--- src/rtcc_defs.vh ---
`ifndef RTCC_DEFS_VH
`define RTCC_DEFS_VH

// register offsets, shared between the clock page and the alarm page
`define RTCC_ADDR_W         16
`define RTCC_OFS_SEC        16'h0320
`define RTCC_OFS_MIN        16'h0321
`define RTCC_OFS_HOUR       16'h0322
`define RTCC_OFS_WDAY       16'h0323
`define RTCC_OFS_DATE       16'h0324
`define RTCC_OFS_MONTH      16'h0325
`define RTCC_OFS_YEAR       16'h0326
`define RTCC_OFS_PAGE_CTRL  16'h0327
`define RTCC_OFS_RESET_CTRL 16'h1328

// page control field positions
`define RTCC_PC_IRQ_EN      7
`define RTCC_PC_ADJUST      4
`define RTCC_PC_COUNT_EN    3
`define RTCC_PC_ALARM_EN    2
`define RTCC_PC_PAGE        0

// reset control field positions; bits 3..0 must be written as zero
`define RTCC_RC_SLOW_DIS    7
`define RTCC_RC_FAST_DIS    6
`define RTCC_RC_DIV_RST     5
`define RTCC_RC_ALM_RST     4

// writable bits of each bcd field except the year, which is written whole
`define RTCC_MASK_SEC       8'h7f
`define RTCC_MASK_MIN       8'h7f
`define RTCC_MASK_HOUR      8'h3f
`define RTCC_MASK_WDAY      8'h07
`define RTCC_MASK_DATE      8'h3f
`define RTCC_MASK_MONTH     8'h1f

// reset values of the control bits
`define RTCC_RST_IRQ_EN     1'b0
`define RTCC_RST_COUNT_EN   1'b0
`define RTCC_RST_ALARM_EN   1'b0
`define RTCC_RST_PAGE       1'b0
`define RTCC_RST_SLOW_DIS   1'b1
`define RTCC_RST_FAST_DIS   1'b1

// divider: 15 stages from 32.768 khz give 1 hz; 16 hz sits four stages earlier
`define RTCC_DIV_STAGES     15
`define RTCC_FAST_TAP_BACK  4

`endif

--- src/rtcc_sync2.v ---
`timescale 1ns/1ps
`default_nettype none

// two-stage synchroniser; only the second stage leaves this module
module rtcc_sync2 (
  input  wire clk,
  input  wire arst_n,
  input  wire d,
  output reg  q
);

  reg meta_r;

  // first stage feeds only the second stage
  always @(posedge clk or negedge arst_n) begin
    if (!arst_n) begin
      meta_r <= 1'b0;
      q      <= 1'b0;
    end else begin
      meta_r <= d;
      q      <= meta_r;
    end
  end

endmodule // rtcc_sync2

`default_nettype wire

--- src/rtcc_top.v ---
// Chosen here: the plain strobed port.
`timescale 1ns/1ps
`default_nettype none
`include "rtcc_defs.vh"

// Functional notes
// - adjust clears seconds 0-29; 30-59 clears seconds and carries into minutes
// - adjust acts as a one system clock pulse, then clears itself
// - reset register write-only; bit7 disables 1 Hz, bit6 disables 16 Hz
// - writing alarm reset bit 4 clears the alarm field flags until the fields are written again
// - divider reset bit 5 clears divider; no seconds carry for 0.5 s
// - 1 Hz derived from 32.768 kHz through a 15-stage binary divider
// - time counters advance on rising edge of internal 1 Hz
// - with counting disabled, carries blocked and one seconds carry held
// - only one held carry; longer disable loses seconds
// - alarm pin shows selected source; interrupt pulse on its falling edge
// - alarm enabled and both disables set: pin low on alarm match
// - alarm disabled: 0/1 gives 1 Hz, 1/0 gives 16 Hz, else 0
// - alarm reset makes all alarm fields don't-care, which always match
// - written alarm field stays set until the next alarm reset
// - interrupt on alarm match needs interrupt enable and alarm enable
// - page select 1 maps alarm page, 0 maps clock page
// - system reset leaves time and alarm values uninitialised
// - page control: irq enable b7, adjust b4, count b3, alarm b2, page b0
// - time fields are bcd counters with calendar limits and 12/24 hour
module rtcc_top #(
  parameter DIV_STAGES = `RTCC_DIV_STAGES
) (
  input  wire                      CORE_CLK,
  input  wire                      ARST_N,
  input  wire [`RTCC_ADDR_W-1:0]   ADDR,
  input  wire [7:0]                WDATA,
  input  wire                      WR,
  input  wire                      RD,
  output reg  [7:0]                RDATA,
  input  wire                      TICK_32K,
  output reg                       ALARM,
  output reg                       RTC_INTERRUPT
);

  // control state
  reg                   irq_en_r;
  reg                   count_en_r;
  reg                   alarm_en_r;
  reg                   page_r;
  reg                   slow_dis_r;
  reg                   fast_dis_r;
  reg                   adjust_r;
  reg                   div_rst_r;
  reg                   alm_rst_r;
  reg                   hold_r;
  reg                   slow_prev_r;
  reg [DIV_STAGES-1:0]  div_r;
  reg [3:0]             alm_set_r;
  // time and alarm values: left uninitialised by reset
  reg [7:0]             sec_r;
  reg [7:0]             min_r;
  reg [7:0]             hour_r;
  reg [7:0]             wday_r;
  reg [7:0]             date_r;
  reg [7:0]             month_r;
  reg [7:0]             year_r;
  reg                   mode24_r;
  reg [1:0]             leap_r;
  reg [7:0]             amin_r;
  reg [7:0]             ahour_r;
  reg [7:0]             awday_r;
  reg [7:0]             adate_r;

  reg [7:0]             sec_nxt;
  reg [7:0]             min_nxt;
  reg [7:0]             hour_nxt;
  reg [7:0]             wday_nxt;
  reg [7:0]             date_nxt;
  reg [7:0]             month_nxt;
  reg [7:0]             year_nxt;
  reg [1:0]             leap_nxt;
  reg [7:0]             hinc;
  reg                   min_cy;
  reg                   hr_cy;
  reg                   day_cy;
  reg                   mon_cy;
  reg                   yr_cy;
  reg                   src_c;
  reg [7:0]             rd_mux;

  wire                  slow_s;
  wire                  slow_edge;
  wire                  sec_tick;
  wire                  sec_go;
  wire                  alm_match;
  wire                  wr_p0;
  wire                  wr_p1;

  // bcd increment of a two-digit value
  function [7:0] bcd_inc;
    input [7:0] v;
    begin
      if (v[3:0] == 4'h9) begin
        bcd_inc = {v[7:4] + 4'h1, 4'h0};
      end else begin
        bcd_inc = {v[7:4], v[3:0] + 4'h1};
      end
    end
  endfunction

  // last date of the month; february follows the leap counter
  function [7:0] last_date;
    input [7:0] mon;
    input [1:0] leap;
    begin
      case (mon)
        8'h02: begin
          last_date = (leap == 2'b00) ? 8'h29 : 8'h28;
        end
        8'h04, 8'h06, 8'h09, 8'h11: begin
          last_date = 8'h30;
        end
        default: begin
          last_date = 8'h31;
        end
      endcase
    end
  endfunction

  // the slow input is sampled by the system clock, so bring it in cleanly
  rtcc_sync2 u_slow_sync (
    .clk    (CORE_CLK),
    .arst_n (ARST_N),
    .d      (TICK_32K),
    .q      (slow_s)
  );

  assign slow_edge = slow_s & ~slow_prev_r;
  // 1 hz rises when the top stage goes high
  assign sec_tick  = slow_edge & ~div_rst_r & ~div_r[DIV_STAGES-1] &
                     (&div_r[DIV_STAGES-2:0]);
  assign sec_go    = count_en_r & (sec_tick | hold_r);
  assign wr_p0     = WR & ~page_r;
  assign wr_p1     = WR & page_r;

  // divider and held carry; divider reset restarts a full half second
  always @(posedge CORE_CLK or negedge ARST_N) begin
    if (!ARST_N) begin
      slow_prev_r <= 1'b0;
      div_r       <= {DIV_STAGES{1'b0}};
      hold_r      <= 1'b0;
    end else begin
      slow_prev_r <= slow_s;
      if (div_rst_r) begin
        div_r <= {DIV_STAGES{1'b0}};
      end else if (slow_edge) begin
        div_r <= div_r + {{(DIV_STAGES-1){1'b0}}, 1'b1};
      end
      // a single flag: a second carry while disabled is simply lost
      if (!count_en_r && sec_tick) begin
        hold_r <= 1'b1;
      end else if (count_en_r) begin
        hold_r <= 1'b0;
      end
    end
  end

  // carry chain through the calendar
  always @* begin
    sec_nxt   = sec_r;
    min_nxt   = min_r;
    hour_nxt  = hour_r;
    wday_nxt  = wday_r;
    date_nxt  = date_r;
    month_nxt = month_r;
    year_nxt  = year_r;
    leap_nxt  = leap_r;
    hinc      = bcd_inc({3'b000, hour_r[4:0]});
    min_cy    = 1'b0;
    hr_cy     = 1'b0;
    day_cy    = 1'b0;
    mon_cy    = 1'b0;
    yr_cy     = 1'b0;
    // adjust takes priority over a tick in the same cycle
    if (adjust_r) begin
      sec_nxt = 8'h00;
      min_cy  = (sec_r >= 8'h30);
    end else if (sec_go) begin
      if (sec_r == 8'h59) begin
        sec_nxt = 8'h00;
        min_cy  = 1'b1;
      end else begin
        sec_nxt = bcd_inc(sec_r);
      end
    end
    if (min_cy) begin
      if (min_r == 8'h59) begin
        min_nxt = 8'h00;
        hr_cy   = 1'b1;
      end else begin
        min_nxt = bcd_inc(min_r);
      end
    end
    if (hr_cy) begin
      if (mode24_r) begin
        if (hour_r == 8'h23) begin
          hour_nxt = 8'h00;
          day_cy   = 1'b1;
        end else begin
          hour_nxt = bcd_inc(hour_r);
        end
      end else if (hour_r[4:0] == 5'h11) begin
        // 11 am goes to 0 pm; 11 pm goes to 0 am of the next day
        hour_nxt = {2'b00, ~hour_r[5], 5'h00};
        day_cy   = hour_r[5];
      end else begin
        hour_nxt = {2'b00, hour_r[5], hinc[4:0]};
      end
    end
    if (day_cy) begin
      wday_nxt = (wday_r == 8'h06) ? 8'h00 : bcd_inc(wday_r);
      if (date_r == last_date(month_r, leap_r)) begin
        date_nxt = 8'h01;
        mon_cy   = 1'b1;
      end else begin
        date_nxt = bcd_inc(date_r);
      end
    end
    if (mon_cy) begin
      if (month_r == 8'h12) begin
        month_nxt = 8'h01;
        yr_cy     = 1'b1;
      end else begin
        month_nxt = bcd_inc(month_r);
      end
    end
    if (yr_cy) begin
      year_nxt = (year_r == 8'h99) ? 8'h00 : bcd_inc(year_r);
      leap_nxt = leap_r + 2'b01;
    end
  end

  // time and alarm values carry no reset; a software write beats a carry
  always @(posedge CORE_CLK) begin
    sec_r    <= (wr_p0 && ADDR == `RTCC_OFS_SEC)   ? (WDATA & `RTCC_MASK_SEC)   : sec_nxt;
    min_r    <= (wr_p0 && ADDR == `RTCC_OFS_MIN)   ? (WDATA & `RTCC_MASK_MIN)   : min_nxt;
    hour_r   <= (wr_p0 && ADDR == `RTCC_OFS_HOUR)  ? (WDATA & `RTCC_MASK_HOUR)  : hour_nxt;
    wday_r   <= (wr_p0 && ADDR == `RTCC_OFS_WDAY)  ? (WDATA & `RTCC_MASK_WDAY)  : wday_nxt;
    date_r   <= (wr_p0 && ADDR == `RTCC_OFS_DATE)  ? (WDATA & `RTCC_MASK_DATE)  : date_nxt;
    month_r  <= (wr_p0 && ADDR == `RTCC_OFS_MONTH) ? (WDATA & `RTCC_MASK_MONTH) : month_nxt;
    year_r   <= (wr_p0 && ADDR == `RTCC_OFS_YEAR)  ? WDATA : year_nxt;
    leap_r   <= (wr_p1 && ADDR == `RTCC_OFS_YEAR)  ? WDATA[1:0] : leap_nxt;
    if (wr_p1 && ADDR == `RTCC_OFS_MONTH) begin
      mode24_r <= WDATA[0];
    end
    if (wr_p1 && ADDR == `RTCC_OFS_MIN) begin
      amin_r <= WDATA & `RTCC_MASK_MIN;
    end
    if (wr_p1 && ADDR == `RTCC_OFS_HOUR) begin
      ahour_r <= WDATA & `RTCC_MASK_HOUR;
    end
    if (wr_p1 && ADDR == `RTCC_OFS_WDAY) begin
      awday_r <= WDATA & `RTCC_MASK_WDAY;
    end
    if (wr_p1 && ADDR == `RTCC_OFS_DATE) begin
      adate_r <= WDATA & `RTCC_MASK_DATE;
    end
  end

  // a field that was never written is don't-care and always matches
  assign alm_match = (~alm_set_r[0] | (amin_r  == min_r))  &
                     (~alm_set_r[1] | (ahour_r == hour_r)) &
                     (~alm_set_r[2] | (awday_r == wday_r)) &
                     (~alm_set_r[3] | (adate_r == date_r));

  // alarm pin source selection
  always @* begin
    if (alarm_en_r) begin
      src_c = (slow_dis_r & fast_dis_r) ? ~alm_match : 1'b0;
    end else if (!slow_dis_r && fast_dis_r) begin
      src_c = div_r[DIV_STAGES-1];
    end else if (slow_dis_r && !fast_dis_r) begin
      src_c = div_r[DIV_STAGES-1-`RTCC_FAST_TAP_BACK];
    end else begin
      src_c = 1'b0;
    end
  end

  // control registers, command pulses, alarm field flags and outputs
  always @(posedge CORE_CLK or negedge ARST_N) begin
    if (!ARST_N) begin
      irq_en_r      <= `RTCC_RST_IRQ_EN;
      count_en_r    <= `RTCC_RST_COUNT_EN;
      alarm_en_r    <= `RTCC_RST_ALARM_EN;
      page_r        <= `RTCC_RST_PAGE;
      slow_dis_r    <= `RTCC_RST_SLOW_DIS;
      fast_dis_r    <= `RTCC_RST_FAST_DIS;
      adjust_r      <= 1'b0;
      div_rst_r     <= 1'b0;
      alm_rst_r     <= 1'b0;
      alm_set_r     <= 4'h0;
      ALARM         <= 1'b1;
      RTC_INTERRUPT <= 1'b0;
    end else begin
      // pulses last exactly one cycle and need no clearing write
      adjust_r  <= 1'b0;
      div_rst_r <= 1'b0;
      alm_rst_r <= 1'b0;
      if (WR && ADDR == `RTCC_OFS_PAGE_CTRL) begin
        irq_en_r   <= WDATA[`RTCC_PC_IRQ_EN];
        count_en_r <= WDATA[`RTCC_PC_COUNT_EN];
        alarm_en_r <= WDATA[`RTCC_PC_ALARM_EN];
        page_r     <= WDATA[`RTCC_PC_PAGE];
        // adjust only applies to the clock page
        adjust_r   <= WDATA[`RTCC_PC_ADJUST] & ~WDATA[`RTCC_PC_PAGE];
      end
      // write-only; low nibble ignored
      if (WR && ADDR == `RTCC_OFS_RESET_CTRL) begin
        slow_dis_r <= WDATA[`RTCC_RC_SLOW_DIS];
        fast_dis_r <= WDATA[`RTCC_RC_FAST_DIS];
        div_rst_r  <= WDATA[`RTCC_RC_DIV_RST];
        alm_rst_r  <= WDATA[`RTCC_RC_ALM_RST];
      end
      // a field write in the reset pulse cycle still marks the field
      alm_set_r <= (alm_rst_r ? 4'h0 : alm_set_r) |
                   {wr_p1 && ADDR == `RTCC_OFS_DATE, wr_p1 && ADDR == `RTCC_OFS_WDAY,
                    wr_p1 && ADDR == `RTCC_OFS_HOUR, wr_p1 && ADDR == `RTCC_OFS_MIN};
      ALARM         <= src_c;
      // one-shot on the falling edge of the pin source
      RTC_INTERRUPT <= irq_en_r & ALARM & ~src_c;
    end
  end

  // read mux; the control page bit selects alarm or clock view
  always @* begin
    rd_mux = 8'h00;
    case (ADDR)
      `RTCC_OFS_SEC: begin
        rd_mux = page_r ? 8'h00 : sec_r;
      end
      `RTCC_OFS_MIN: begin
        rd_mux = page_r ? amin_r : min_r;
      end
      `RTCC_OFS_HOUR: begin
        rd_mux = page_r ? ahour_r : hour_r;
      end
      `RTCC_OFS_WDAY: begin
        rd_mux = page_r ? awday_r : wday_r;
      end
      `RTCC_OFS_DATE: begin
        rd_mux = page_r ? adate_r : date_r;
      end
      `RTCC_OFS_MONTH: begin
        rd_mux = page_r ? {7'h00, mode24_r} : month_r;
      end
      `RTCC_OFS_YEAR: begin
        rd_mux = page_r ? {6'h00, leap_r} : year_r;
      end
      `RTCC_OFS_PAGE_CTRL: begin
        rd_mux = {irq_en_r, 3'b000, count_en_r, alarm_en_r, 1'b0, page_r};
      end
      default: begin
        rd_mux = 8'h00; // reset control is write-only and reads zero
      end
    endcase
  end

  // read data only in the cycle after the strobe
  always @(posedge CORE_CLK or negedge ARST_N) begin
    if (!ARST_N) begin
      RDATA <= 8'h00;
    end else begin
      RDATA <= RD ? rd_mux : 8'h00;
    end
  end

endmodule // rtcc_top

`default_nettype wire

--- config.mk ---
export PLATFORM = sky130hd
export DESIGN_NAME = rtcc_top
export DESIGN_NICKNAME = d
export VERILOG_FILES = /design/src/rtcc_sync2.v /design/src/rtcc_top.v
export VERILOG_INCLUDE_DIRS = /design/src
export SDC_FILE = /design/constraint.sdc
export NUM_CORES = 1
export LEC_CHECK = 0
export BUFFER_PORTS_ARGS = -buffer_cell sky130_fd_sc_hd__buf_4
export CAP_MARGIN = 20
export CORE_MARGIN = 5
export CORE_UTILIZATION = 56
export CTS_CLUSTER_DIAMETER = 80
export DETAILED_ROUTE_END_ITERATION = 8
export GPL_ROUTABILITY_DRIVEN = 0
export GPL_TIMING_DRIVEN = 0
export PLACE_DENSITY = 0.88
export SYNTH_ARGS = -nofsm -noshare
export SYNTH_HDL_FRONTEND = slang
export SYNTH_HIERARCHICAL = 1
export SYNTH_SLANG_ARGS = --single-unit
--- constraint.sdc ---
create_clock -name CORE_CLK -period 3 [get_ports CORE_CLK]
set_clock_uncertainty 0.15 [all_clocks]
set_input_delay 0.15 -clock CORE_CLK [delete_from_list [all_inputs] [get_ports CORE_CLK]]
set_output_delay 0.15 -clock CORE_CLK [all_outputs]
set_load 0.02 [all_outputs]
# == Word level (Yosys, flattened, before mapping) ==
# Cells that the tools add are included.
# word_totals
reg_bits,123
word_cells,252
inputBits,29
out_inout_bits,10
# classes
n_eq_ne,34
bitwise_logic,32
order_cmp,1
n_reduce_logical,52
add_sub_neg,17
mux,71
# ops
op,n
2-to-1 mux 8 bit,32
"equality test 16 x 10 -> 1 bit, second input constant",8
case mux 8 bit (8 select lines),1
"adder 4 x 1 -> 4 bit, second input constant",14
2-to-1 mux 15 bit,2
"equality test 4 bit, second input constant",7
"equality test 8 x 3 -> 1 bit, second input constant",3
2-to-1 mux 1 bit,23
2-to-1 mux 7 bit,3
nonzero test 3 bit,7
logical AND 1 bit,18
2-to-1 mux 6 bit,3
nonzero test 2 bit,9
"equality test 16 x 13 -> 1 bit, second input constant",1
equality test 6 x 8 -> 1 bit,2
"equality test 8 x 5 -> 1 bit, second input constant",2
"equality test 8 x 7 -> 1 bit, second input constant",2
"adder 15 x 1 -> 15 bit, second input constant",1
AND 1 bit,14
AND reduction 14 bit,1
AND reduction 2 bit,7
inverter 1 bit,12
2-to-1 mux 5 bit,2
case mux 5 bit (2 select lines),1
23 further kinds,32

# == Longest topological paths before layout ==
# depth
ltp_word,18
ltp_mapped,9
mapped_depth_nobuf,9

# == Modules after synthesis ==
# Netlist, hierarchy kept.
# modules_own_cells
module,seq_area_each_um2,n_inst,area_each_um2,cells_each
rtcc_top,3296.9,1,7100.6,735
rtcc_sync2,50.0,1,50.0,2

# == Worst setup path before layout ==
# No wires, ideal clock.
# synth_path
path_type,reg2reg
from,register month_r[1]
to,"register year_r[4], enable pin"
slack_ns,0.234
path_stages_with_launch,9
required_ns,2.477
n_path_buf,1
period_less_slack_ns,2.766
arrival_ns,2.243
setup_ns,0.373
path_cell_list,edfxtp_1 > buf_2 > or4b_1 > nor4b_2 > a211o_1 > o21a_1 > o21a_1 > nand2_1 > o31ai_1
# synth_via
elab_chain_len,10
elab_cells_between_ends,16
cone_classes,eq/ne: 7; mux: 6; reduce/logical: 3
# synth_lines
element,line_no,text
from (decl),rtcc_top.v:61,reg [7:0] month_r;
from (signal assigned),rtcc_top.v:246,month_r <= (wr_p0 && ADDR == `RTCC_OFS_MONTH) ? (WDATA & `RTCC_MASK_MONTH) : month_nxt;
"equality test 8 x 3 -> 1 bit, or another cell as far along",rtcc_top.v:112,case (mon)
OR reduction 4 bit,rtcc_top.v:112,
case mux 5 bit (2 select lines),rtcc_top.v:112,
2-to-1 mux 8 bit,rtcc_top.v:216,if (day_cy) begin
equality test 8 bit,rtcc_top.v:218,"if (date_r == last_date(month_r, leap_r)) begin"
2-to-1 mux 1 bit,rtcc_top.v:218,
2-to-1 mux 1 bit,rtcc_top.v:216,
2-to-1 mux 1 bit (*),rtcc_top.v:225,if (mon_cy) begin
nonzero test 2 bit (no line) (*),--,
AND reduction 2 bit (no line) (*),--,
to (signal assigned),rtcc_top.v:247,year_r <= (wr_p0 && ADDR == `RTCC_OFS_YEAR) ? WDATA : year_nxt;
to (decl),rtcc_top.v:62,reg [7:0] year_r;
# Every way passes the cells marked *; elsewhere a longest branch is shown, timed or not. The select of a mux whose other input is x is not followed.
# A chain may end at the register's enable or synchronous reset.

# == Worst setup path in the final report ==
# layout_path
from,register div_r[0]
to,register date_r[6]
# layout_via
elab_chain_len,10
# layout_lines
element,line_no,text
from (decl),rtcc_top.v:53,reg [DIV_STAGES-1:0] div_r;
from (signal assigned),rtcc_top.v:146,div_r <= {DIV_STAGES{1'b0}};
from (signal assigned),rtcc_top.v:151,div_r <= {DIV_STAGES{1'b0}};
from (signal assigned),rtcc_top.v:153,"div_r <= div_r + {{(DIV_STAGES-1){1'b0}}, 1'b1};"
AND reduction 14 bit,rtcc_top.v:137,(&div_r[DIV_STAGES-2:0]);
AND 1 bit,rtcc_top.v:136,assign sec_tick = slow_edge & ~div_rst_r & ~div_r[DIV_STAGES-1] &
bitwise OR 1 bit,rtcc_top.v:138,assign sec_go = count_en_r & (sec_tick | hold_r);
AND 1 bit,rtcc_top.v:138,
2-to-1 mux 1 bit,rtcc_top.v:184,end else if (sec_go) begin
2-to-1 mux 1 bit,rtcc_top.v:181,if (adjust_r) begin
2-to-1 mux 1 bit,rtcc_top.v:192,if (min_cy) begin
2-to-1 mux 1 bit,rtcc_top.v:200,if (hr_cy) begin
nonzero test 2 bit (no line),--,
AND reduction 2 bit (no line),--,
to (signal assigned),rtcc_top.v:245,date_r <= (wr_p0 && ADDR == `RTCC_OFS_DATE) ? (WDATA & `RTCC_MASK_DATE) : date_nxt;
to (decl),rtcc_top.v:60,reg [7:0] date_r;
# No other way between the ends.

==> results.txt <==
The tools report the overall global routing resource usage as 0.2865. The flow ran to the end, and the final reports show no timing, DRC or antenna violations. The normalized max-slew margin is 0.3891. For the post-route core utilization, the log shows 0.6734.

Clock tree synthesis inserted a total of 17 buffers. The via count of the first global-routing pass is 6080, and the count of input and output buffers is 36. The floorplan step defined a core boundary enclosing 0.01257 mm². The detailed placement HPWL is 14490 µm. The logs give 430 ps for the worst-skew pair later-pin latency and 6371 for the number of vias in the routed layout. Along the worst path, the maximum fanout reaches 4. The biggest area contributor in the post-synthesis netlist is edfxtp_1. Yosys mapped a number of flops with a built-in enable equal to 67.

The initial cell density of the core was 0.5689. The number of endpoints with negative hold slack in the final report is 0, and the synthesized instance count is 737. The tool flagged a number of max-cap violations equal to 0. The run gives 41 as the floorplan row count. The final-layout setup total negative slack was 0 ps. Post-detailed-route via-to-cell ratio: 6.422.

For the number of DRC violations after detailed routing, the log shows 0. The path type of the worst setup path was reg -> reg. Synthesis produced a netlist with a net count of 793. CTS built an H-tree with a depth of 4.

The cell area after technology mapping is 0.007151 mm², and the post-synthesis register bit count is 123. Summed over all cells, the static leakage comes to 3.271 nW. Compared with the post-synthesis result, the final layout area differs by 18.36%. The final total power was 4.068 mW. The first global-routing pass estimated 32540 µm of wire. In the post-synthesis netlist, the biggest area contributors are edfxtp_1 28%, dfrtp_1 14%, nand2_1 5.4%. The commonest cells after synthesis are 103 x nand2_1, 67 x edfxtp_1, 61 x nor2_1.

The worst hold path passes through 6 cells. TritonCTS built the clock tree. The type of element launching the critical path is a flop. The worst-case IR drop observed on VDD is 0.3248 mV.

The share of the cycle needed by the critical path after routing is 0.9747. The clock passes through at most 2 buffers. Clock tree synthesis selected as its root buffer the cell clkbuf_16. The tree built by TritonCTS fans out to 123 sinks. Averaged over all synthesized cells, the footprint is 9.702 µm². The non-filler instance count after layout is 992. For the worst setup path, the data required time is 3210 ps. The setup slack after layout was 75.81 ps. The number of pins exceeding their max-slew limit in the final report came out at 0.

STA puts the critical path data arrival time at 3140 ps. After clock tree synthesis, the clock-pin slew on the worst setup and hold paths is 60 ps. Worst min-delay path class: in -> reg. For the sequential share of the synthesized area, the log shows 0.4681. The depth of the worst register-to-register path works out to 8. The cell area power density came out at 480.6 mW/mm². The Yosys step of the flow raised 6 warnings. The full die area was 0.01513 mm²; the count of different cell masters after synthesis was 73.

STA classifies the critical path endpoint as a flop. The minimum clock period after layout is 2924 ps, and the vertical die dimension is 123 µm. The average wire per cell in the routed design is 20.99 µm. Setup violations remaining at the end of the flow were counted as 0. At the pin with the least slew margin, the transition time is 903.7 ps. The run gives 20830 µm as the routed wire length. The die is 123 µm wide. The number of antenna violations at the first check in global routing is 0. Top-level I/O count: 39.

The final antenna diode count was 0. The tools report the antenna violation net count after detailed routing as 0. The worst slack at placement is -302.1 ps. The dominant synthesized flop cell was edfxtp_1. Entering global routing, the biggest net connects 43 pins. The most frequently used cell type in the post-synthesis netlist was nand2_1. The fraction of post-synthesis cell area in the top cell type by area is 0.2814, and the fraction of registers with async set or reset after synthesis is 0.3415. The net count of the finished layout is 863. The layout cell share with drive strength beyond 1 was 0.1354. Number of placed instances with taps included: 945. After the first detailed-routing iteration, the DRC count stood at 1037. The maximum clock rate was 342.0 MHz. The sum of overflow across all layers after global routing is 0. The count of TritonRoute iterations in the first routing pass came out at 8.
-- placed cells by master (no fill, tap or decap), types with 7 or more instances in the layout --
| cell | n |
|---|---|
| buf_4 | 38 |
| edfxtp_1 | 67 |
| o31ai_1 | 27 |
| a22oi_1 | 8 |
| mux2i_1 | 8 |
| nor2b_1 | 11 |
| dfxtp_1 | 14 |
| a221oi_1 | 8 |
| clkbuf_16 | 18 |
| dfrtp_1 | 39 |
| inv_1 | 31 |
| xnor2_1 | 26 |
| nand2_1 | 102 |
| xor2_1 | 22 |
| nand4_1 | 13 |
| a21oi_1 | 27 |
| clkbuf_1 | 25 |
| nor2_1 | 60 |
| nand3_1 | 30 |
| nor3_1 | 12 |
| nand2b_1 | 10 |
| a22o_1 | 7 |
| o21ai_0 | 33 |
| ha_1 | 27 |
| mux2_2 | 8 |
| dlygate4sd3_1 | 13 |
-- through the flow --
stage,instance area (µm²),hold slack [ps]
detailed placement,7636,31.43
global placement,7636,26.64
CTS,8383,19.66
floorplan,7151,-295.6
finish,8463,55.44
global route,8463,57.66
-- flip-flops by register name, indices dropped and copies added, names as in the netlist, 2 cells and up --
| signal | count |
|---|---|
| sec_r | 8 |
| RDATA | 8 |
| ahour_r | 6 |
| alm_set_r | 4 |
| date_r | 8 |
| min_r | 8 |
| wday_r | 8 |
| div_r | 15 |
| year_r | 8 |
| adate_r | 6 |
| awday_r | 3 |
| leap_r | 2 |
| hour_r | 8 |
| amin_r | 7 |
| month_r | 8 |
-- logic make-up (layout without fill, tap and decap cells) --
group | after synthesis | count (layout) | synth area share
compound gates | 168 | 168 | 0.1634
mux | 17 | 17 | 0.02695
buf+inv | 59 | 142 | 0.03132
flops | 123 | 123 | 0.4681
simple gates | 295 | 295 | 0.2042
xor+xnor | 48 | 48 | 0.05879
fa+ha+maj | 27 | 27 | 0.04724
-- power by group --
group / internal, mW / leakage, nW / total, mW / switching (mW)
Clock: 1.25 / 0.289 / 2.02 / 0.767
Combinational: 0.0852 / 1.75 / 0.199 / 0.114
Sequential: 1.81 / 1.23 / 1.85 / 0.0371
Total: 3.15 / 3.27 / 4.07 / 0.918
-- what timing repair did --
item	in CTS	in global routing
hold buffers	13	0
buffers inserted	0	2
pin swaps	1	6
gates resized for setup	9	15
hold endpoints to repair	80	0
endpoints found under the setup margin	8	20
-- cell type report --
cell class                      count  area, µm²
Sequential cell                   123       3347
Clock inverter                      9      83.83
Tap cell                          172      215.2
Buffer                             28      112.6
Clock buffer                       23      499.2
Fill cell                         890       4105
Timing Repair Buffer               51      415.4
Multi-Input combinational cell    555       3674
Inverter                           31      116.4
-- path summary, 6_finish.rpt --
kind                                    start       endpoint  slack [ps]
hold reg to reg            u_slow_sync/meta_r  u_slow_sync/q         200
setup / recovery                     div_r[0]      date_r[6]          80
hold / removal                        ADDR[4]     fast_dis_r          60
max in group asynchronous              ARST_N     slow_dis_r        2200
setup reg to reg                     div_r[0]      date_r[6]          80
min in group asynchronous              ARST_N       div_r[3]         120
-- layer usage --
layer	global-route usage	vias up	wire, µm
met5	0	-	0
met4	0.1682	0	1226
met3	0.09332	121	2825
met2	0.4120	469	8959
met1	0.3789	2926	7813
li1	-	2855	-
-- critical path, cell delays in order (launching register included) --
cell and delay [ps]:
dfrtp_1 380, ha_1 180, nand3_1 130, or4_4 590
o21a_4 260, o31ai_4 350, nand3_2 180, or4_1 500
a21oi_1 140
No activity file was read; power rests on OpenSTA's default activity.
